<file path="config.mk">
export PLATFORM = sky130hd
export DESIGN_NAME = cem_calib_map
export DESIGN_NICKNAME = d
export VERILOG_FILES = /design/src/verilog/cem_calib_map.v
export VERILOG_INCLUDE_DIRS = /design/src /design/src/verilog
export SDC_FILE = /design/constraint.sdc
export NUM_CORES = 1
export LEC_CHECK = 0
export BUFFER_PORTS_ARGS = -buffer_cell sky130_fd_sc_hd__buf_2
export CAP_MARGIN = 10
export CORE_MARGIN = 4
export CORE_UTILIZATION = 50
export CTS_BUF_LIST = sky130_fd_sc_hd__clkbuf_2
export DETAILED_ROUTE_END_ITERATION = 8
export GPL_TIMING_DRIVEN = 0
export PLACE_DENSITY = 0.69
export SLEW_MARGIN = 25
export SYNTH_ARGS = -nofsm -noshare
export SYNTH_HDL_FRONTEND = slang
export SYNTH_SLANG_ARGS = --single-unit
</file>
<file path="constraint.sdc">
create_clock -name ref_clk -period 13.6 [get_ports ref_clk]
set_input_delay 0.68 -clock ref_clk [delete_from_list [all_inputs] [get_ports ref_clk]]
set_output_delay 0.68 -clock ref_clk [all_outputs]
set_load 0.02 [all_outputs]
</file>
<file path="src/verilog/cem_calib_map_regs.vh">
// constants for the calibration memory map and field decoder
// assumes a 64-word memory of 5-bit words (4 data bits + parity)
`ifndef CEM_CALIB_MAP_REGS_VH
`define CEM_CALIB_MAP_REGS_VH

// ==================================================================
// geometry
`define CEM_ADDR_W          6
`define CEM_CAL_WORDS       6'h20
`define CEM_LAST_CAL_WORD   5'h1F
`define CEM_PARITY_BIT      4
`define CEM_PARITY_ODD      1'b0
`define CEM_WORD_RESET      4'h0

// ==================================================================
// word offsets of the calibration fields
`define CEM_GAIN_TEMP_REF           5'h00
`define CEM_OSCILLATOR_TRIM         5'h03
`define CEM_GAIN_COEF_SECOND_ORDER  5'h04
`define CEM_INPUT_SWAP_COARSE_GAIN  5'h07
`define CEM_GAIN_COEF_FIRST_ORDER   5'h08
`define CEM_COARSE_OFFSET_LOW       5'h0B
`define CEM_GAIN_COEF_ZERO_ORDER    5'h0C
`define CEM_CLAMP_EN_COARSE_OFF_HI  5'h0F
`define CEM_OFFSET_TEMP_REF         5'h10
`define CEM_CLAMP_LEVEL_LOW_WORD    5'h13
`define CEM_OFFSET_COEF_SECOND      5'h14
`define CEM_TEMP_SOURCE_CLAMP_HIGH  5'h17
`define CEM_OFFSET_COEF_FIRST       5'h18
`define CEM_TEMP_SENSOR_OFFSET_TRIM 5'h1B
`define CEM_OFFSET_COEF_ZERO        5'h1C
`define CEM_TEMP_SENSOR_GAIN_TRIM   5'h1F

// ==================================================================
// field bit positions inside a word
`define CEM_INPUT_SWAP_BIT   0
`define CEM_CLAMP_EN_BIT     0
`define CEM_TEMP_SOURCE_BIT  1
`define CEM_TMP_OFF0_BIT     0

// ==================================================================
// clamp levels in per-mille of output
`define CEM_CLAMP_LOW_BASE   10'h028
`define CEM_CLAMP_HIGH_BASE  10'h35C
`define CEM_CLAMP_SPAN       10'h064
`define CEM_CLAMP_STEPS      10'h007

`endif

</file>
<file path="src/verilog/cem_calib_map.v">
// calibration memory loader and field decoder of the bridge conditioner
// assumes a triple-copy calibration memory with one-cycle synchronous read,
// and a programmer command decoder on the same ref_clk issuing word writes
`include "cem_calib_map_regs.vh"
`default_nettype none

module cem_calib_map (
  input  wire        ref_clk,
  input  wire        rst_b,
  // triple-copy memory read port
  // copies due one cycle after strobe
  // parity in bit 4, data in bits 3:0
  output reg  [5:0]  eeAddr_ff,
  output reg         eeRdEn_ff,
  input  wire [4:0]  eeCopyA,
  input  wire [4:0]  eeCopyB,
  input  wire [4:0]  eeCopyC,

  // word writes from the programmer command decoder
  // one-cycle strobe, dropped during load
  input  wire        progWrEn,
  input  wire [5:0]  progWrAddr,
  input  wire [7:0]  progWrData,

  // status
  // fault flags stay set until reset
  output reg         pathEnable_ff,
  output reg         parityErr_ff,
  output reg         voteMismatch_ff,

  // decoded fields
  // levels, held between writes
  output reg  [3:0]  osc_trim_code_ff,
  output reg  [11:0] gainTempRef_ff,
  output reg  [11:0] gain_coef_second_ff,
  output reg         input_swap_ff,
  output reg  [2:0]  coarse_gain_code_ff,
  output reg  [11:0] gain_coef_first_ff,
  output reg  [6:0]  coarse_offset_code_ff,
  output reg  [9:0]  gain_coef_zero_ff,
  output reg         clampEnable_ff,
  output reg  [11:0] offsetTempRef_ff,
  output reg  [5:0]  clampCode_ff,
  output reg  [9:0]  clampLowPermille_ff,
  output reg  [9:0]  clampHighPermille_ff,
  output reg  [11:0] offset_coef_second_ff,
  output reg  [11:0] offset_coef_first_ff,
  output reg  [9:0]  offset_coef_zero_ff,
  output reg  [4:0]  temp_sensor_offset_trim_ff,
  output reg         temp_sensor_source_ff,
  output reg  [2:0]  temp_sensor_gain_trim_ff
);

  // ================================================================
  // state codes of the loader
  localparam [1:0] ST_LOAD  = 2'h0;  // issuing reads
  localparam [1:0] ST_DRAIN = 2'h1;  // last read in flight
  localparam [1:0] ST_RUN   = 2'h2;  // fields valid, path on
  // no return to load without reset:
  // the copy is not refreshed on demand
  // unused code 3 restarts the load

  // ================================================================
  // declarations
  reg  [1:0]  state_ff;                // loader state
  reg  [1:0]  nxt_state;
  reg  [5:0]  nxt_eeAddr;
  reg         nxt_eeRdEn;
  reg         rdPend_ff;               // a read answer arrives this cycle
  reg  [4:0]  rdWord_ff;               // word index of the pending answer
  reg  [3:0]  calWord_ff [0:31];       // working copy of the calibration words
  wire [4:0]  voted;                   // bitwise majority of the copies
  wire        votedParOk;
  wire        copiesDiffer;
  wire        progAccept;
  wire [6:0]  clampLowIdx;
  wire [6:0]  clampHighIdx;
  integer     i;
  // 32 words: plain flops, no read delay
  // and every field readable at once

  // ================================================================
  // majority vote and parity check
  // vote first, then check parity, so a single bad copy is masked
  // two copies upset in one bit beat
  // the vote; parity then flags it
  // parity is even over data bits
  // the flags only look at the load
  assign voted        = (eeCopyA & eeCopyB) | (eeCopyA & eeCopyC)
                        | (eeCopyB & eeCopyC);
  assign votedParOk   = ((^voted[3:0]) ^ `CEM_PARITY_ODD)
                        == voted[`CEM_PARITY_BIT];
  assign copiesDiffer = (eeCopyA != eeCopyB) | (eeCopyA != eeCopyC);

  // programmer writes: only calibration words, top three bits zero
  // writes above word 31 are customer or reserved space, no effect
  // writes during load are dropped so a
  // stale word cannot overtake the burst
  // word 3 accepted: the trim is guarded
  // by the programmer, not here
  assign progAccept = progWrEn & (state_ff == ST_RUN)
                      & (progWrAddr < `CEM_CAL_WORDS)
                      & (progWrData[7:5] == 3'h0);

  // ================================================================
  // loader next-state logic
  // edge 1 after reset: strobe up, word 0
  // edge 2: word 0 read, address 1
  // edges 3 to 32: one word per cycle
  // edge 33: word 31 read, strobe down
  // edge 34: word 31 in the copy
  // edge 35: run, path and fields valid
  // back to back: whole load near 3.5 us
  // a mid-run reset restarts at word 0
  // no retry on a fault: the flag rises,
  // the voted word is still used, so the
  // path comes up with one bad copy
  // pathEnable_ff follows nxt_state so it
  // rises with the fields
  always @* begin
    nxt_state  = state_ff;
    nxt_eeAddr = eeAddr_ff;
    nxt_eeRdEn = 1'b0;
    case (state_ff)
      ST_LOAD: begin
        // one read per cycle, words 0 to 31 in order
        nxt_eeRdEn = 1'b1;
        if (eeRdEn_ff) begin
          if (eeAddr_ff[4:0] == `CEM_LAST_CAL_WORD) begin
            nxt_eeRdEn = 1'b0;
            nxt_state  = ST_DRAIN;
          end else begin
            nxt_eeAddr = eeAddr_ff + 6'h01;
          end
        end
      end
      ST_DRAIN: begin
        // wait until the last answer has landed
        if (!rdPend_ff && !eeRdEn_ff) begin
          nxt_state = ST_RUN;
        end
      end
      ST_RUN: begin
        // held until reset;
        // only writes change fields here
        nxt_state = ST_RUN;
      end
      default: begin
        // unused code: restart the load
        nxt_state = ST_LOAD;
      end
    endcase
  end

  // ================================================================
  // loader registers and working copy
  always @(posedge ref_clk or negedge rst_b) begin
    if (!rst_b) begin
      state_ff        <= ST_LOAD;
      eeAddr_ff       <= 6'h00;
      eeRdEn_ff       <= 1'b0;
      rdPend_ff       <= 1'b0;
      rdWord_ff       <= 5'h00;
      pathEnable_ff   <= 1'b0;
      parityErr_ff    <= 1'b0;
      voteMismatch_ff <= 1'b0;
      for (i = 0; i < 32; i = i + 1) begin
        calWord_ff[i] <= `CEM_WORD_RESET;
      end
    end else begin
      state_ff      <= nxt_state;
      eeAddr_ff     <= nxt_eeAddr;
      eeRdEn_ff     <= nxt_eeRdEn;
      // answer lands a cycle after strobe
      // rdWord_ff names its word
      rdPend_ff     <= eeRdEn_ff;
      rdWord_ff     <= eeAddr_ff[4:0];
      // path stays off until every word has been copied
      pathEnable_ff <= (nxt_state == ST_RUN);
      if (rdPend_ff) begin
        calWord_ff[rdWord_ff] <= voted[3:0];
        // sticky diagnosis flags, cleared only by reset
        if (!votedParOk) begin
          parityErr_ff <= 1'b1;
        end
        if (copiesDiffer) begin
          voteMismatch_ff <= 1'b1;
        end
      end else if (progAccept) begin
        // never meets an answer: run only
        // live update so the programmer sees the effect at once
        calWord_ff[progWrAddr[4:0]] <= progWrData[3:0];
      end
    end
  end

  // ================================================================
  // clamp level tables, linear over eight steps, per-mille
  // low:  40 54 68 82 97 111 125 140
  // high: 860 874 888 902 917 931 945 960
  // floor loses under one per-mille;
  // a table is exact but costs gates
  // the raw code is passed on unscaled
  assign clampLowIdx  = {4'h0, calWord_ff[`CEM_CLAMP_LEVEL_LOW_WORD][1]
                        , calWord_ff[`CEM_CLAMP_LEVEL_LOW_WORD][2]
                        , calWord_ff[`CEM_CLAMP_LEVEL_LOW_WORD][3]};
  assign clampHighIdx = {4'h0, calWord_ff[`CEM_TEMP_SOURCE_CLAMP_HIGH][2]
                        , calWord_ff[`CEM_TEMP_SOURCE_CLAMP_HIGH][3]
                        , calWord_ff[`CEM_CLAMP_LEVEL_LOW_WORD][0]};

  // scale a 3-bit step to the 100 per-mille span, rounded down
  function [9:0] clamp_level;
    input [9:0] base;
    input [6:0] idx;
    reg   [19:0] prod;
    begin
      prod        = {13'h0000, idx} * {10'h000, `CEM_CLAMP_SPAN};
      clamp_level = base + prod[9:0] / `CEM_CLAMP_STEPS;
    end
  endfunction

  // ================================================================
  // field decoder: every output registered straight from the copy
  // word map, data bits 0..3 per word:
  //   0-2   gain temperature reference
  //   3     oscillator trim, msb in bit 0
  //   4-6   second-order gain coefficient
  //   7     swap; coarse gain, msb in bit 1
  //   8-10  first-order gain coefficient
  //   11    coarse offset 3..0, msb in bit 0
  //   12-14 zero-order gain, 10 bits used
  //   15    clamp on; coarse offset 6..4
  //   16-18 offset temperature reference
  //   19    clamp code 3..0, msb in bit 0
  //   20-22 second-order offset coefficient
  //   23    sensor offset lsb, source, clamp 5..4
  //   24-26 first-order offset coefficient
  //   27    sensor offset 4..1, msb in bit 0
  //   28-30 zero-order offset, 10 bits used
  //   31    sensor gain trim in bits 1 to 3
  // fields follow their words one clock
  // after the word changes
  always @(posedge ref_clk or negedge rst_b) begin
    if (!rst_b) begin
      // fields zero until loaded; clamp
      // levels rest at band bottoms
      // so no clamp acts on a bare zero
      osc_trim_code_ff           <= 4'h0;
      gainTempRef_ff             <= 12'h000;
      gain_coef_second_ff        <= 12'h000;
      input_swap_ff              <= 1'b0;
      coarse_gain_code_ff        <= 3'h0;
      gain_coef_first_ff         <= 12'h000;
      coarse_offset_code_ff      <= 7'h00;
      gain_coef_zero_ff          <= 10'h000;
      clampEnable_ff             <= 1'b0;
      offsetTempRef_ff           <= 12'h000;
      clampCode_ff               <= 6'h00;
      clampLowPermille_ff        <= `CEM_CLAMP_LOW_BASE;
      clampHighPermille_ff       <= `CEM_CLAMP_HIGH_BASE;
      offset_coef_second_ff      <= 12'h000;
      offset_coef_first_ff       <= 12'h000;
      offset_coef_zero_ff        <= 10'h000;
      temp_sensor_offset_trim_ff <= 5'h00;
      temp_sensor_source_ff      <= 1'b0;
      temp_sensor_gain_trim_ff   <= 3'h0;
    end else begin
      // word 3 stores the trim msb first in bit 0
      osc_trim_code_ff <= {calWord_ff[`CEM_OSCILLATOR_TRIM][0],
                           calWord_ff[`CEM_OSCILLATOR_TRIM][1],
                           calWord_ff[`CEM_OSCILLATOR_TRIM][2],
                           calWord_ff[`CEM_OSCILLATOR_TRIM][3]};

      // references: top word holds bits 11:8
      gainTempRef_ff <= {calWord_ff[`CEM_GAIN_TEMP_REF + 5'h02],
                         calWord_ff[`CEM_GAIN_TEMP_REF + 5'h01],
                         calWord_ff[`CEM_GAIN_TEMP_REF]};
      // coefficients: low word holds bits 3:0, bit 11 is the sign
      gain_coef_second_ff <= {calWord_ff[`CEM_GAIN_COEF_SECOND_ORDER + 5'h02],
                              calWord_ff[`CEM_GAIN_COEF_SECOND_ORDER + 5'h01],
                              calWord_ff[`CEM_GAIN_COEF_SECOND_ORDER]};

      // set: the bridge inputs are exchanged
      input_swap_ff <= calWord_ff[`CEM_INPUT_SWAP_COARSE_GAIN]
                       [`CEM_INPUT_SWAP_BIT];
      coarse_gain_code_ff <= {calWord_ff[`CEM_INPUT_SWAP_COARSE_GAIN][1],
                              calWord_ff[`CEM_INPUT_SWAP_COARSE_GAIN][2],
                              calWord_ff[`CEM_INPUT_SWAP_COARSE_GAIN][3]};

      // packed like the second-order term
      gain_coef_first_ff <= {calWord_ff[`CEM_GAIN_COEF_FIRST_ORDER + 5'h02],
                             calWord_ff[`CEM_GAIN_COEF_FIRST_ORDER + 5'h01],
                             calWord_ff[`CEM_GAIN_COEF_FIRST_ORDER]};
      // coarse offset: bits 6:4 in word 15, bits 3:0 in word 11
      coarse_offset_code_ff <= {calWord_ff[`CEM_CLAMP_EN_COARSE_OFF_HI][1],
                                calWord_ff[`CEM_CLAMP_EN_COARSE_OFF_HI][2],
                                calWord_ff[`CEM_CLAMP_EN_COARSE_OFF_HI][3],
                                calWord_ff[`CEM_COARSE_OFFSET_LOW][0],
                                calWord_ff[`CEM_COARSE_OFFSET_LOW][1],
                                calWord_ff[`CEM_COARSE_OFFSET_LOW][2],
                                calWord_ff[`CEM_COARSE_OFFSET_LOW][3]};
      // top two stored bits ignored even if written nonzero
      gain_coef_zero_ff <= {calWord_ff[`CEM_GAIN_COEF_ZERO_ORDER + 5'h02][1:0],
                            calWord_ff[`CEM_GAIN_COEF_ZERO_ORDER + 5'h01],
                            calWord_ff[`CEM_GAIN_COEF_ZERO_ORDER]};

      // zero leaves the output unclamped
      clampEnable_ff <= calWord_ff[`CEM_CLAMP_EN_COARSE_OFF_HI]
                        [`CEM_CLAMP_EN_BIT];

      // packed like the gain reference
      offsetTempRef_ff <= {calWord_ff[`CEM_OFFSET_TEMP_REF + 5'h02],
                           calWord_ff[`CEM_OFFSET_TEMP_REF + 5'h01],
                           calWord_ff[`CEM_OFFSET_TEMP_REF]};

      // raw code kept beside the levels
      clampCode_ff <= {clampHighIdx[2:0], clampLowIdx[2:0]};
      clampLowPermille_ff  <= clamp_level(`CEM_CLAMP_LOW_BASE, clampLowIdx);
      clampHighPermille_ff <= clamp_level(`CEM_CLAMP_HIGH_BASE, clampHighIdx);

      // offset terms, bit 11 is the sign
      offset_coef_second_ff <= {calWord_ff[`CEM_OFFSET_COEF_SECOND + 5'h02],
                                calWord_ff[`CEM_OFFSET_COEF_SECOND + 5'h01],
                                calWord_ff[`CEM_OFFSET_COEF_SECOND]};
      offset_coef_first_ff <= {calWord_ff[`CEM_OFFSET_COEF_FIRST + 5'h02],
                               calWord_ff[`CEM_OFFSET_COEF_FIRST + 5'h01],
                               calWord_ff[`CEM_OFFSET_COEF_FIRST]};

      // top two bits ignored, as for gain
      offset_coef_zero_ff <= {calWord_ff[`CEM_OFFSET_COEF_ZERO + 5'h02][1:0],
                              calWord_ff[`CEM_OFFSET_COEF_ZERO + 5'h01],
                              calWord_ff[`CEM_OFFSET_COEF_ZERO]};
      // sensor offset: bits 4:1 in word 27 msb first, bit 0 in word 23
      temp_sensor_offset_trim_ff <= {calWord_ff[`CEM_TEMP_SENSOR_OFFSET_TRIM][0],
                                     calWord_ff[`CEM_TEMP_SENSOR_OFFSET_TRIM][1],
                                     calWord_ff[`CEM_TEMP_SENSOR_OFFSET_TRIM][2],
                                     calWord_ff[`CEM_TEMP_SENSOR_OFFSET_TRIM][3],
                                     calWord_ff[`CEM_TEMP_SOURCE_CLAMP_HIGH]
                                               [`CEM_TMP_OFF0_BIT]};

      // one picks the internal sensor
      temp_sensor_source_ff <= calWord_ff[`CEM_TEMP_SOURCE_CLAMP_HIGH]
                               [`CEM_TEMP_SOURCE_BIT];

      // bit 0 of word 31 is spare
      temp_sensor_gain_trim_ff <= {calWord_ff[`CEM_TEMP_SENSOR_GAIN_TRIM][1],
                                   calWord_ff[`CEM_TEMP_SENSOR_GAIN_TRIM][2],
                                   calWord_ff[`CEM_TEMP_SENSOR_GAIN_TRIM][3]};
    end
  end

endmodule

`default_nettype wire

</file>
=== Word-level counts from Yosys, hierarchy flattened ===
Cells that the tools add are included.

* Mux-type cells: 15
* Order comparisons: 5
* $mul: 2
* Equality and inequality tests: 7
* $add $sub $neg: 3
* Reductions and logical operators: 12
* Divide/modulo/power cells: 2
* Bitwise gates (word level): 13

{| class="wikitable"
|+ Operator list
! kind !! number
|-
| $bwmux 128 || 2
|-
| $mux 128 || 2
|-
| $demux 4 s5 || 2
|-
| $div 10x3->10 const B || 2
|-
| $mul 3x5->8 const B || 2
|-
| $and 5x5->5 || 3
|-
| $ge 6x6->1 const B || 2
|-
| $lt 6x1->1 const B || 2
|-
| $not 5->6 || 2
|-
| $add 10x10->10 const A || 1
|-
| $add 6x10->10 const A || 1
|-
| $ne 5x5->1 || 2
|-
| $or 5x5->5 || 2
|-
| $mux 4 || 2
|-
| $add 6x1->6 const B || 1
|-
| $lt 6x6->1 const B || 1
|-
| $mux 2 || 3
|-
| $pmux 2 s3 || 1
|-
| $eq 5x5->1 const B || 1
|-
| $eq 2x2->1 const B || 2
|-
| $reduce_and 2->1 || 2
|-
| $reduce_xor 4->1 || 1
|-
| $and 1x1->1 || 3
|-
| $logic_and 1x1->1 || 3
|-
| 10 further kinds || 14
|}

* Bits of input ports: 32
* Flip-flop bits (word level): 289
* Logic and storage cells: 118
* Output and inout bits: 153

=== Depth between registers and ports, before layout ===
Gate-level depths: netlist of run 1.

* Word-level depth: 8
* Depth in mapped cells: 31

=== Worst setup path before layout of run 1 ===
Ideal clock, no wire load.

* Path type: reg2reg
* Start: register calWord_ff[35] (netlist name)
* End: register clampHighPermille_ff[0]
* Required time: 13.465 ns
* Path buffers: 0
* Cell stages (with the launch flop): 25
* Slack: 7.169 ns
* Arrival time: 6.296 ns
* Period minus slack after synthesis: 6.431 ns
* Path through: dfrtp_1 inv_1 ha_1 ha_1 and4bb_1 a2111o_1 o211a_1 a2111oi_2 nand3_1 a32o_2 a31oi_4 mux2i_2 mux2_4 a221oi_4 nor3_4 a221oi_2 xor2_1 or3_1 a211oi_2 nor2_1 mux2i_1 ha_1 nand3_1 a221oi_2 o211ai_1

* Longest elaborated chain between the ends: 3

{| class="wikitable"
|+ Ends and longest elaborated chain
! element !! line !! text
|-
| start, declared || cem_calib_map.v:71 || <nowiki>reg [3:0] calWord_ff [0:31];</nowiki>
|-
| start signal, assigned by index || cem_calib_map.v:168 || <nowiki>calWord_ff[i] <= `CEM_WORD_RESET;</nowiki>
|-
| start signal, assigned by index || cem_calib_map.v:181 || <nowiki>calWord_ff[rdWord_ff] <= voted[3:0];</nowiki>
|-
| start signal, assigned by index || cem_calib_map.v:192 || <nowiki>calWord_ff[progWrAddr[4:0]] <= progWrData[3:0];</nowiki>
|-
| $mul 3x5->8 || cem_calib_map.v:217 || <nowiki>prod = {13'h0000, idx} * {10'h000, `CEM_CLAMP_SPAN};</nowiki>
|-
| $div 10x3->10 (no source line) || -- ||
|-
| $add 10x10->10 (no source line) || -- ||
|-
| end signal, assigned || cem_calib_map.v:260 || <nowiki>clampHighPermille_ff <= `CEM_CLAMP_HIGH_BASE;</nowiki>
|-
| end signal, assigned || cem_calib_map.v:319 || <nowiki>clampHighPermille_ff <= clamp_level(`CEM_CLAMP_HIGH_BASE, clampHighIdx);</nowiki>
|-
| end, declared || cem_calib_map.v:45 || <nowiki>output reg [9:0] clampHighPermille_ff,</nowiki>
|}

Every way passes these cells.
A chain may end at the register's enable or synchronous reset.

=== Worst setup path in the final report of run 1 ===
* Start: register calWord_ff[48] (netlist name)
* End: register clampHighPermille_ff[0]

The elaborated chain is that of the path after synthesis.

==> results of run 1 <==
power by group through the flow:
| stage | Clock [uW] | Combinational, uW | Sequential (uW) |
|---|---|---|---|
| 2_1_floorplan | 0 | 490 | 1040 |
| 3_3_place_gp | 0 | 735 | 986 |
| 3_5_place_dp | 0 | 748 | 986 |
| 4_1_cts | 557 | 753 | 971 |
| 5_1_grt | 604 | 841 | 978 |
| 6_report | 539 | 753 | 969 |
sequential cells by signal, summed over array words and instances (netlist names), 7 cells and up:
signal,flops
calWord_ff,123
gainTempRef_ff,12
gain_coef_first_ff,12
gain_coef_second_ff,12
offsetTempRef_ff,12
offset_coef_first_ff,12
offset_coef_second_ff,12
clampHighPermille_ff,10
gain_coef_zero_ff,10
offset_coef_zero_ff,10
clampLowPermille_ff,9
coarse_offset_code_ff,7
path summary, 6_finish.rpt:
kind | slack, ns | from | to
worst max-delay path | 5.72 | calWord_ff[48]$_DFFE_PN0P_ | clampHighPermille_ff[0]$_DFF_PN0_
worst min-delay path | 0.21 | progWrData[0] | calWord_ff[124]$_DFFE_PN0P_
worst max register to register | 5.72 | calWord_ff[48]$_DFFE_PN0P_ | clampHighPermille_ff[0]$_DFF_PN0_
worst min register to register | 0.36 | calWord_ff[90]$_DFFE_PN0P_ | gain_coef_first_ff[6]$_DFF_PN0_
max in group asynchronous | 12.22 | rst_b | offsetTempRef_ff[7]$_DFF_PN0_
min in group asynchronous | 0.23 | rst_b | calWord_ff[103]$_DFFE_PN0P_
cells in the final DEF (no fill, tap or decap), types with 29 or more instances in the layout:
master / instances
nor2_1: 229
a21oi_1: 152
o31ai_1: 33
ha_1: 43
a22oi_1: 122
clkbuf_2: 91
nand2_1: 73
clkbuf_1: 57
buf_2: 183
dfrtp_1: 275
xnor2_1: 29
clkinv_1: 29
through the flow:
stage	std cells	worst slack [ns]	utilization, %	power (uW)	hold WS [ns]
CTS	1990	5.78	59.1	2280	0.148
detailed placement	1864	5.79	56.7	1730	0.359
global route	1991	5.10	59.1	2420	0.152
finish	1991	5.72	59.1	2260	0.213
global placement	1861	5.81	56.4	1720	0.360
floorplan	1349	7.17	-	1530	0.354
Yosys cell counts, types with 4 or more instances:
cell / instances / share of area, %
a21oi_1: 152 / 5.6
a211oi_1: 15 / 0.83
o21ai_0: 24 / 0.89
nor4b_1: 4 / 0.26
a31oi_1: 9 / 0.42
nand2_1: 73 / 2.0
nor2b_1: 7 / 0.32
and3_1: 6 / 0.28
o211ai_1: 12 / 0.66
clkbuf_1: 57 / 1.6
nand3b_1: 9 / 0.50
dfrtp_1: 275 / 51
nor3_1: 14 / 0.52
or2_2: 7 / 0.32
a21o_1: 8 / 0.44
inv_1: 24 / 0.66
nand3_1: 20 / 0.74
nand2b_1: 7 / 0.32
ha_1: 43 / 4.0
dfstp_2: 8 / 1.6
o21a_1: 5 / 0.28
nor2_1: 229 / 6.3
nand4_1: 8 / 0.37
or3b_2: 5 / 0.32
xor2_1: 8 / 0.52
o21ai_1: 4 / 0.15
a22oi_1: 122 / 6.8
mux2i_1: 8 / 0.59
xnor2_1: 29 / 1.9
and2_1: 9 / 0.42
buf_2: 7 / 0.26
o31ai_1: 33 / 1.8
nor4_1: 5 / 0.23
or3_1: 10 / 0.46
a211o_1: 5 / 0.32
layout make-up:
class / instances / area (um^2)
Antenna cell: 1 / 2.50
Tap cell: 335 / 419
Fill cell: 2377 / 10800
Sequential cell: 283 / 7090
Clock buffer: 90 / 450
Inverter: 25 / 93.8
Clock inverter: 35 / 158
Multi-Input combinational cell: 975 / 6100
Timing Repair Buffer: 181 / 988
Buffer: 66 / 262
layer usage:
layer / routed length [um] / track usage, %
met5: 6 / 0
met4: 965 / 8.08
met3: 3290 / 7.12
met2: 17600 / 40.6
met1: 16000 / 32.7
worst reg2reg max path, delay by kind of cell, from the launching register on:
| kind | cells | cell delay [ns] |
|---|---|---|
| simple gates | 6 | 1.78 |
| flops | 1 | 0.48 |
| xor+xnor | 1 | 0.17 |
| mux | 3 | 1.03 |
| fa+ha+maj | 2 | 0.50 |
| buf+inv | 4 | 1.01 |
| compound gates | 10 | 2.80 |
cells by family (layout without fill, tap and decap cells):
logic type,count (synthesis),in the layout,synth area share (%)
AOI/OAI and AO/OA,446,446,22.7
xor gates and xnor gates,37,37,2.39
adders and majority gates,43,43,3.97
buffers and inverters,91,397,2.62
DFF,283,283,52.3
muxes,13,13,1.05
other,1,2,0.0277
and+or+nand+nor,435,435,14.9
==> metrics.txt, run 1 <==
number of setup violations in the final report 0; Chip Height ~170 um; Logic pwr share between 30% and 40%; GRT Total Usage about a quarter; count of hold-fix buffers inserted at cts 1; Post-CTS Resized 0; type of the tightest min-delay check input pin to flop; Leakage 0.00639 uW; Synth Net Count 1,424; initial standard-cell utilization of the core between 50% and 60%; final weighted congestion in routability-driven placement 0.926; detailed-route via count 11.7k; Period minus WS final roughly 8 ns; Max-Slew Margin vs Limit between 30% and 40%; arrival time worst endpoint approximately 8.6 ns; slowest stage cell on the critical path nor2_1; die area 29,800 um^2; Clock Power Share a little under a quarter; worst voltage drop across the vdd grid just over 0.00007 V; worst hold path stage count 3; post-synthesis async set-or-reset flop share between 90% and 100%; Num Clock Sinks around 280; vias in the first global route ~12k; pin count of the biggest net entering global routing 96; proportion of total power due to net switching between 30% and 40%; fraction of layout instances using a drive strength above 1 20.4%; buffer levels on the longest clock path 3; Largest stage delay, worst path about 0.62 ns; count of buffering cells on the critical path with inverters included 4; post-route cell area around 16,000 um^2; Net count, final approximately 1.7k; Wirelength per Cell approximately 19 um; first-pass iteration count of the detailed router 5; number of synthesized flops with an enable pin 0; crit share post-route between 50 and 60%; HPWL reported at the end of detailed placement around 27,000 um; number of hold violations in the final report 0; # Max-Cap Violations 0; Cell Int Power about 1400 uW; Post-Synthesis Cell Area ~14,000 um^2; path type of the worst setup path flop to flop; final total negative setup slack 0 ns; number of port buffers about 180; flops & latches, synth about 280; switching power summed over all nets 861 uW; clock insertion delay at the later pin of the skew report between 0.8 and 0.9 ns; setup repair after global routing missed its margin false; sequential fraction of the synthesis area a little over half; post-detailed-route via-to-cell ratio 5.86; Critical Path Stages 26; Root Buffer clkbuf_2; CP Capture Type flop; detailed-route wire length about 38,000 um; final slew viol count 0; residual antenna-violating net count after detailed routing 0; Post-DP Area 14,900 um^2; CTS tree built; skew final 0.0818 ns; die span in x around 170 um; sequential group share of total power between 40% and 50%; run status finished, final reports clean; slew at the pin closest to its max-slew limit around 1 ns; Post-CTS Setup Bufs 0; primary flip-flop cell chosen by synthesis mapping dfrtp_1; H-tree levels 3; count of cell types in the netlist approximately 90; sum of overflow across all layers after global routing 0; Core ar. roughly 26,000 um^2; critical path fanouts, max 10; Gate Count Post-Synth roughly 1.3k; number of buffers inserted during clock tree synthesis 73; Register-to-Register Path Depth 26; Detailed Route Iter0 Violations around 1.1k; # rows 59; remaining routing DRC violations 0; synthesized area divided by synthesized cell count roughly 10 um^2; startpoint types flop; layout-stage area growth over the synthesis result 14.9%; Worst Path Required 14.30 ns; num ports 185; clock edge transition at the registers on the reported setup and hold paths around 0.10 ns; Crit path max-delay family compound AO/OA/AOI/OAI gates; first-pass GRT wire length 61,400 um; initial antenna violation count 2; count of yosys warnings during synthesis 0; f_max between 100 and 150 MHz; Power Density between 100 and 150 nW/um^2
(Power assumes the default switching activity.)
==> inputs of run 2 (changes only) <==
Settings changed: ABC_AREA set to 1.
Clock period 13.6 ns to 7.8 ns, I/O delays scaled along.
==> run 2 against run 1 <==
Effect of this change: count of clock-buffer cells in the layout increased by 14; synthesized cell count increased by 5.7%; final cell count is 4.5% higher; clock power grew 97%; first-iteration DRC count down 15%; largest power group unchanged; largest cell class unchanged; setup slack worse by 4.1 ns; clock skew shrank 0.027 ns; combinational power increased by 110%; flip-flop and latch count stayed put; critical path type unchanged; core utilization up 0.76 points; routed wire length decreased by 6.5%; critical endpoint is now clampLowPermille_ff[0]$_DFF_PN0_.
==> metrics.txt, run 2 <==
run status finished, final reports clean; final weighted congestion in routability-driven placement 0.889; slew at the pin closest to its max-slew limit 0.917 ns; Synth Net Count approximately 1.5k; initial antenna violation count 2; detailed-route wire length around 35,000 um; die area approximately 30,000 um^2; Largest Register calWord_ff; cell count after placement 1,948; remaining routing DRC violations 0; flops & latches, synth 283; pin count of the biggest net entering global routing 94; Gate Count Post-Synth roughly 1.4k; cell with the most instances after synthesis dfrtp_1; worst hold margin between 0.08 and 0.09 ns; # Max-Cap Violations 0; Detailed Route Iter0 Violations roughly 900; count of cell types in the netlist 47; layout-stage area growth over the synthesis result 16.5%; final slew viol count 0; num ports 185; f_max about 160 MHz; H-tree levels 3; number of hold violations in the final report 0; number of standard cells in the final layout excluding fillers roughly 2.1k; fraction of layout instances using a drive strength above 1 between 20% and 30%; clock insertion delay at the later pin of the skew report 0.87 ns; Post-DP Area between 10,000 and 15,000 um^2; number of buffers inserted during clock tree synthesis 73; buffer levels on the longest clock path 3; GRT Total Usage around a quarter; number of port buffers around 180; Worst R2R End clampLowPermille_ff[0]$_DFF_PN0_; sequential group share of total power between 30% and 40%; cell type with the highest occurrence count on the critical path nand2_1; area share of the largest cell type after synthesis a little over 50%; primary flip-flop cell chosen by synthesis mapping dfrtp_1; Root Buffer clkbuf_2; Core ar. about 26,000 um^2; die span in x 173 um; final total negative setup slack 0 ns; Logic pwr share between 30 and 40%; post-synthesis async set-or-reset flop share 100%; slowest stage cell on the critical path dfrtp_1; CTS tree built; Max-Slew Margin vs Limit slightly below 40%; launch instance of the worst register-to-register path calWord_ff[50]$_DFFE_PN0P_; number of setup violations in the final report 0; detailed-route via count between 10k and 15k; skew final around 0.055 ns; crit share post-route roughly four fifths; most common library cell in the layout ignoring fill and taps dfrtp_1; residual antenna-violating net count after detailed routing 0; count of yosys warnings during synthesis 0; Wirelength per Cell 17.0 um; Cell Int Power ~2600 uW; HPWL reported at the end of detailed placement approximately 25,000 um; post-detailed-route via-to-cell ratio approximately 5.5; sequential fraction of the synthesis area 52.4%; switching power summed over all nets around 1700 uW; Leakage ~0.0073 uW; first-pass GRT wire length approximately 57,000 um; proportion of total power due to net switching between 30% and 40%; Largest stage delay, worst path 0.53 ns; # rows 59; post-route cell area about 16,000 um^2; CP Capture Type flop; synthesized area divided by synthesized cell count approximately 9.5 um^2; type of the tightest min-delay check input pin to async pin; vias in the first global route ~11k; Worst R2R Setup Slack around 1.6 ns; Period minus WS final around 6.2 ns; Power Density roughly 280 nW/um^2; Post-Synthesis Cell Area 13,500 um^2; Clock Power Share about 24%; startpoint types flop; Worst Path Required 8.53 ns; top area cells in the synthesized netlist dfrtp_1 (51%), mux2_2 (7.3%), nand2_1 (7.1%); clock edge transition at the registers on the reported setup and hold paths around 0.12 ns; Critical Path Start calWord_ff[50]$_DFFE_PN0P_; capturing element of the worst setup path clampLowPermille_ff[0]$_DFF_PN0_; leading cell types in the layout, fill and taps excluded dfrtp_1 (275), nand2_1 (255), buf_2 (182); sum of overflow across all layers after global routing 0; Post-CTS Resized 0; Net count, final 1,771; final total power between 4000 and 5000 uW; setup repair after global routing missed its margin false; first-pass iteration count of the detailed router 6; Num Clock Sinks ~280; number of synthesized flops with an enable pin 0; number of flip-flops under the largest register name 123; initial standard-cell utilization of the core 51.4%; most area-hungry cell type in the Yosys netlist dfrtp_1; Chip Height approximately 170 um; Register-to-Register Path Depth between 40 and 50; worst voltage drop across the vdd grid between 0.00015 and 0.0002 V; critical path fanouts, max 9; arrival time worst endpoint 6.93 ns; path type of the worst setup path flop to flop; commonest cells in the netlist dfrtp_1 (275), nand2_1 (255), inv_1 (145), nor2_1 (132), o22ai_1 (121)
## run 2: cell types whose count changed in the layout (fill, tap and decap cells not counted), sizes merged, moves of 82 or more
cell / previous run / this run
a21oi: 153 / 59
a22oi: 122 / 0
o22ai: 3 / 121
mux2: 4 / 88
nor2: 232 / 150
inv: 28 / 164
nand2: 73 / 297
## run 2: per-layer routing
metal	routed length [um]	GRT usage [%]
met4	1170	9.95
met3	2840	5.13
met2	16800	37.9
met5	0	0
met1	14600	30.6
## run 2: worst min path at each step
| stage | startpoint | endpoint | slack, ns | depth (start not counted) |
|---|---|---|---|---|
| floorplan | rst_b | calWord_ff[100]$_DFFE_PN0P_ | 0.09 | 0 |
| global placement | calWord_ff[72]$_DFFE_PN0P_ | gain_coef_zero_ff[4]$_DFF_PN0_ | 0.36 | 0 |
| detailed placement | rst_b | clampLowPermille_ff[7]$_DFF_PN0_ | 0.25 | 1 |
| CTS | eeCopyC[1] | voteMismatch_ff$_DFFE_PN0P_ | 0.004 | 5 |
| global route | rst_b | clampLowPermille_ff[5]$_DFF_PN1_ | 0.04 | 2 |
| finish | rst_b | clampHighPermille_ff[3]$_DFF_PN1_ | 0.09 | 2 |
## run 2: power groups by stage
stage,Clock [uW],Sequential [uW],Combinational [uW]
after floorplan,0,1800,1130
after global placement,0,1710,1540
after detailed placement,0,1710,1600
after CTS,1090,1680,1610
after global routing,1170,1700,1840
final,1060,1680,1610
## run 2: cell type report
class                           count  area, um^2
Buffer                             30         124
Multi-Input combinational cell    950        5730
Timing Repair Buffer              195        1090
Clock inverter                     19         173
Tap cell                          335         419
Inverter                          163         614
Clock buffer                      104         520
Sequential cell                   283        7090
Fill cell                        2277       10600
Antenna cell                        2        5.00
## run 2: cells by family (layout without fill, tap and decap cells)
logic type | count (synthesis) | after routing | share of synthesized area [%]
flip-flops | 283 | 283 | 52.4
XOR/XNOR | 24 | 24 | 1.55
AO/OA/AOI/OAI | 229 | 229 | 9.93
other | 1 | 3 | 0.0277
AND/OR/NAND/NOR | 565 | 565 | 19.4
adder cells (fa/ha/maj) | 43 | 43 | 3.97
multiplexers | 88 | 88 | 7.32
buffers and inverters | 193 | 511 | 5.45
## run 2: timing repair
item	CTS	global route
hold endpoints to repair	114	0
hold buffers	8	0
buffers inserted	0	0
## run 2: metrics by stage
| step | worst slack [ns] | util, % |
|---|---|---|
| 2_1_floorplan | 2.44 | - |
| 3_3_place_gp | 1.34 | 56.4 |
| 3_5_place_dp | 1.68 | 56.9 |
| 4_1_cts | 1.65 | 59.8 |
| 5_1_grt | 0.826 | 59.8 |
| 6_report | 1.60 | 59.8 |
## run 2: critical path, delay by kind of cell (launching register included)
| kind | cells | cell delay [ns] |
|---|---|---|
| adder cells (fa/ha/maj) | 6 | 1.46 |
| AO/OA/AOI/OAI | 2 | 0.41 |
| buffers and inverters | 7 | 0.57 |
| XOR/XNOR | 1 | 0.34 |
| AND/OR/NAND/NOR | 31 | 2.77 |
| flip-flops | 1 | 0.53 |
==> inputs of run 3 (changes only) <==
Clock period 7.8 ns to 6.4 ns, I/O delays scaled along.
==> run 3 against run 2 <==
Effect of this change: sequential share of layout area is 0.30 points lower; flip-flop and latch count unchanged; maximum frequency up 5.9%; sequential power up 22%; critical path depth increased by 1; routed wire length increased by 0.33%; core utilization increased by 0.45 points; setup slack got worse by 1.1 ns; clock power grew 22%; largest cell class unchanged; largest power group unchanged.
==> metrics.txt, run 3 (same netlist as run 2, synthesis figures left out) <==
detailed-route wire length between 30,000 and 40,000 um; Net count, final between 1.5k and 2k; cell type with the highest occurrence count on the critical path nand2_1; GRT Total Usage a little under a quarter; number of flip-flops under the largest register name approximately 120; critical path fanouts, max 8; clock insertion delay at the later pin of the skew report 0.85 ns; detailed-route via count 11.5k; Period minus WS final 5.85 ns; Core ar. about 26,000 um^2; Max-Slew Margin vs Limit 39.5%; num ports around 190; Worst Path Required roughly 7.1 ns; startpoint types flop; final weighted congestion in routability-driven placement 0.889; worst voltage drop across the vdd grid 0.000193 V; Root Buffer clkbuf_2; layout-stage area growth over the synthesis result 17.4%; Worst R2R Setup Slack 0.55 ns; Power Density 335 nW/um^2; slowest stage cell on the critical path dfrtp_2; CP Capture Type flop; Filler Cell Count between 2k and 2.5k; number of setup violations in the final report 0; Num Clock Sinks roughly 280; remaining routing DRC violations 0; Crit path max-delay family simple AND/OR/NAND/NOR gates; number of standard cells in the final layout excluding fillers 2,090; number of hold violations in the final report 0; path type of the worst setup path flop to flop; vias in the first global route between 10k and 15k; run status finished, final reports clean; Critical Path Stages 48; final slew viol count 0; first-pass GRT wire length approximately 57,000 um; clock edge transition at the registers on the reported setup and hold paths ~0.090 ns; Wirelength per Cell between 15 and 20 um; buffer levels on the longest clock path 3; leading cell types in the layout, fill and taps excluded dfrtp_1 (271), nand2_1 (254), buf_2 (182); Largest stage delay, worst path approximately 0.41 ns; Largest Register calWord_ff; residual antenna-violating net count after detailed routing 0; post-detailed-route via-to-cell ratio about 5.5; H-tree levels 3; final total power 5330 uW; initial standard-cell utilization of the core roughly half; Detailed Route Iter0 Violations between 900 and 1k; # rows 59; die area between 20,000 and 30,000 um^2; pin count of the biggest net entering global routing 94; slew at the pin closest to its max-slew limit around 0.9 ns; die span in x 173 um; worst hold margin 0.0816 ns; type of the tightest min-delay check input pin to flop; number of buffers inserted during clock tree synthesis 73; worst hold path stage count 6; sum of overflow across all layers after global routing 0; CTS tree built; fraction of layout instances using a drive strength above 1 between 20% and 30%; number of port buffers 182; Leakage around 0.0073 uW; first-pass iteration count of the detailed router 6; arrival time worst endpoint between 6 and 7 ns; initial antenna violation count 2; # Max-Cap Violations 0; cell count after placement 1,948; Multi-input gate area just under 6000 um^2; most common library cell in the layout ignoring fill and taps dfrtp_1; Register-to-Register Path Depth 48; skew final roughly 0.055 ns; Chip Height 173 um; count of buffering cells on the critical path with inverters included 10; combined flip-flop and latch cell area roughly 7100 um^2; f_max 171 MHz; crit share post-route between 90% and 100%; HPWL reported at the end of detailed placement 24,900 um
==> run 3: area by class of cell <==
| type | instances | share of cell area [%] |
|---|---|---|
| multi-input combinational | 950 | 36.3 |
| timing repair buffer | 204 | 7.37 |
| clock inverter | 19 | 1.09 |
| antenna | 2 | 0.0315 |
| sequential | 283 | 44.7 |
| inverter | 163 | 3.89 |
| buffer | 30 | 0.780 |
| clock buffer | 104 | 3.28 |
| tap | 335 | 2.64 |
==> run 3: report_power, final <==
group | switching (uW) | leakage [uW] | internal [uW]
Clock | 730 | 0.000515 | 561
Sequential | 83.1 | 0.00314 | 1970
Combinational | 1310 | 0.00368 | 673
Total | 2130 | 0.00733 | 3200
==> run 3: worst paths after layout <==
check | startpoint | endpoint
min in group asynchronous | rst_b | clampHighPermille_ff[3]$_DFF_PN1_
max in group asynchronous | rst_b | calWord_ff[5]$_DFFE_PN0P_
min reg2reg | calWord_ff[56]$_DFFE_PN0P_ | offsetTempRef_ff[4]$_DFF_PN0_
max reg2reg | calWord_ff[50]$_DFFE_PN0P_ | clampLowPermille_ff[0]$_DFF_PN0_
max | calWord_ff[50]$_DFFE_PN0P_ | clampLowPermille_ff[0]$_DFF_PN0_
min | progWrAddr[0] | calWord_ff[4]$_DFFE_PN0P_
==> run 3: routing by layer <==
| metal | vias up | GRT usage [%] | routed length (um) |
|---|---|---|---|
| li1 | 5393 | - | - |
| met1 | 5397 | 30.6 | 14700 |
| met2 | 543 | 37.9 | 16800 |
| met3 | 117 | 5.17 | 2820 |
| met4 | 0 | 10.2 | 1260 |
| met5 | - | 0 | 0 |
==> run 3: stage by stage <==
step                      worst slack [ns]  utilization [%]  instance area [um^2]  TNS, ns
final                                0.548             60.3                 15900        0
after global routing               -0.0546             60.3                 15900  -0.0546
after CTS                            0.254             60.0                 15800        0
after detailed placement             0.278             56.9                 15000        0
after global placement             0.00839             56.4                 14900        0
after floorplan                       1.04                -                 13500        0
==> run 3: repair_timing <==
| action | 4_1_cts | 5_1_grt |
|---|---|---|
| buffers inserted | 0 | 5 |
| setup endpoints to repair | 0 | 3 |
| hold endpoints to repair | 118 | 0 |
| gates resized for setup | 0 | 13 |
| hold buffers | 12 | 0 |
==> run 3: worst reg2reg max path, delay by kind of cell (launching register included) <==
| family | cells | cell delay (ns) |
|---|---|---|
| AND/OR/NAND/NOR | 28 | 2.44 |
| adder cells (fa/ha/maj) | 6 | 1.49 |
| buffers and inverters | 10 | 0.69 |
| AO/OA/AOI/OAI | 3 | 0.56 |
| flip-flops | 1 | 0.41 |
| XOR/XNOR | 1 | 0.18 |
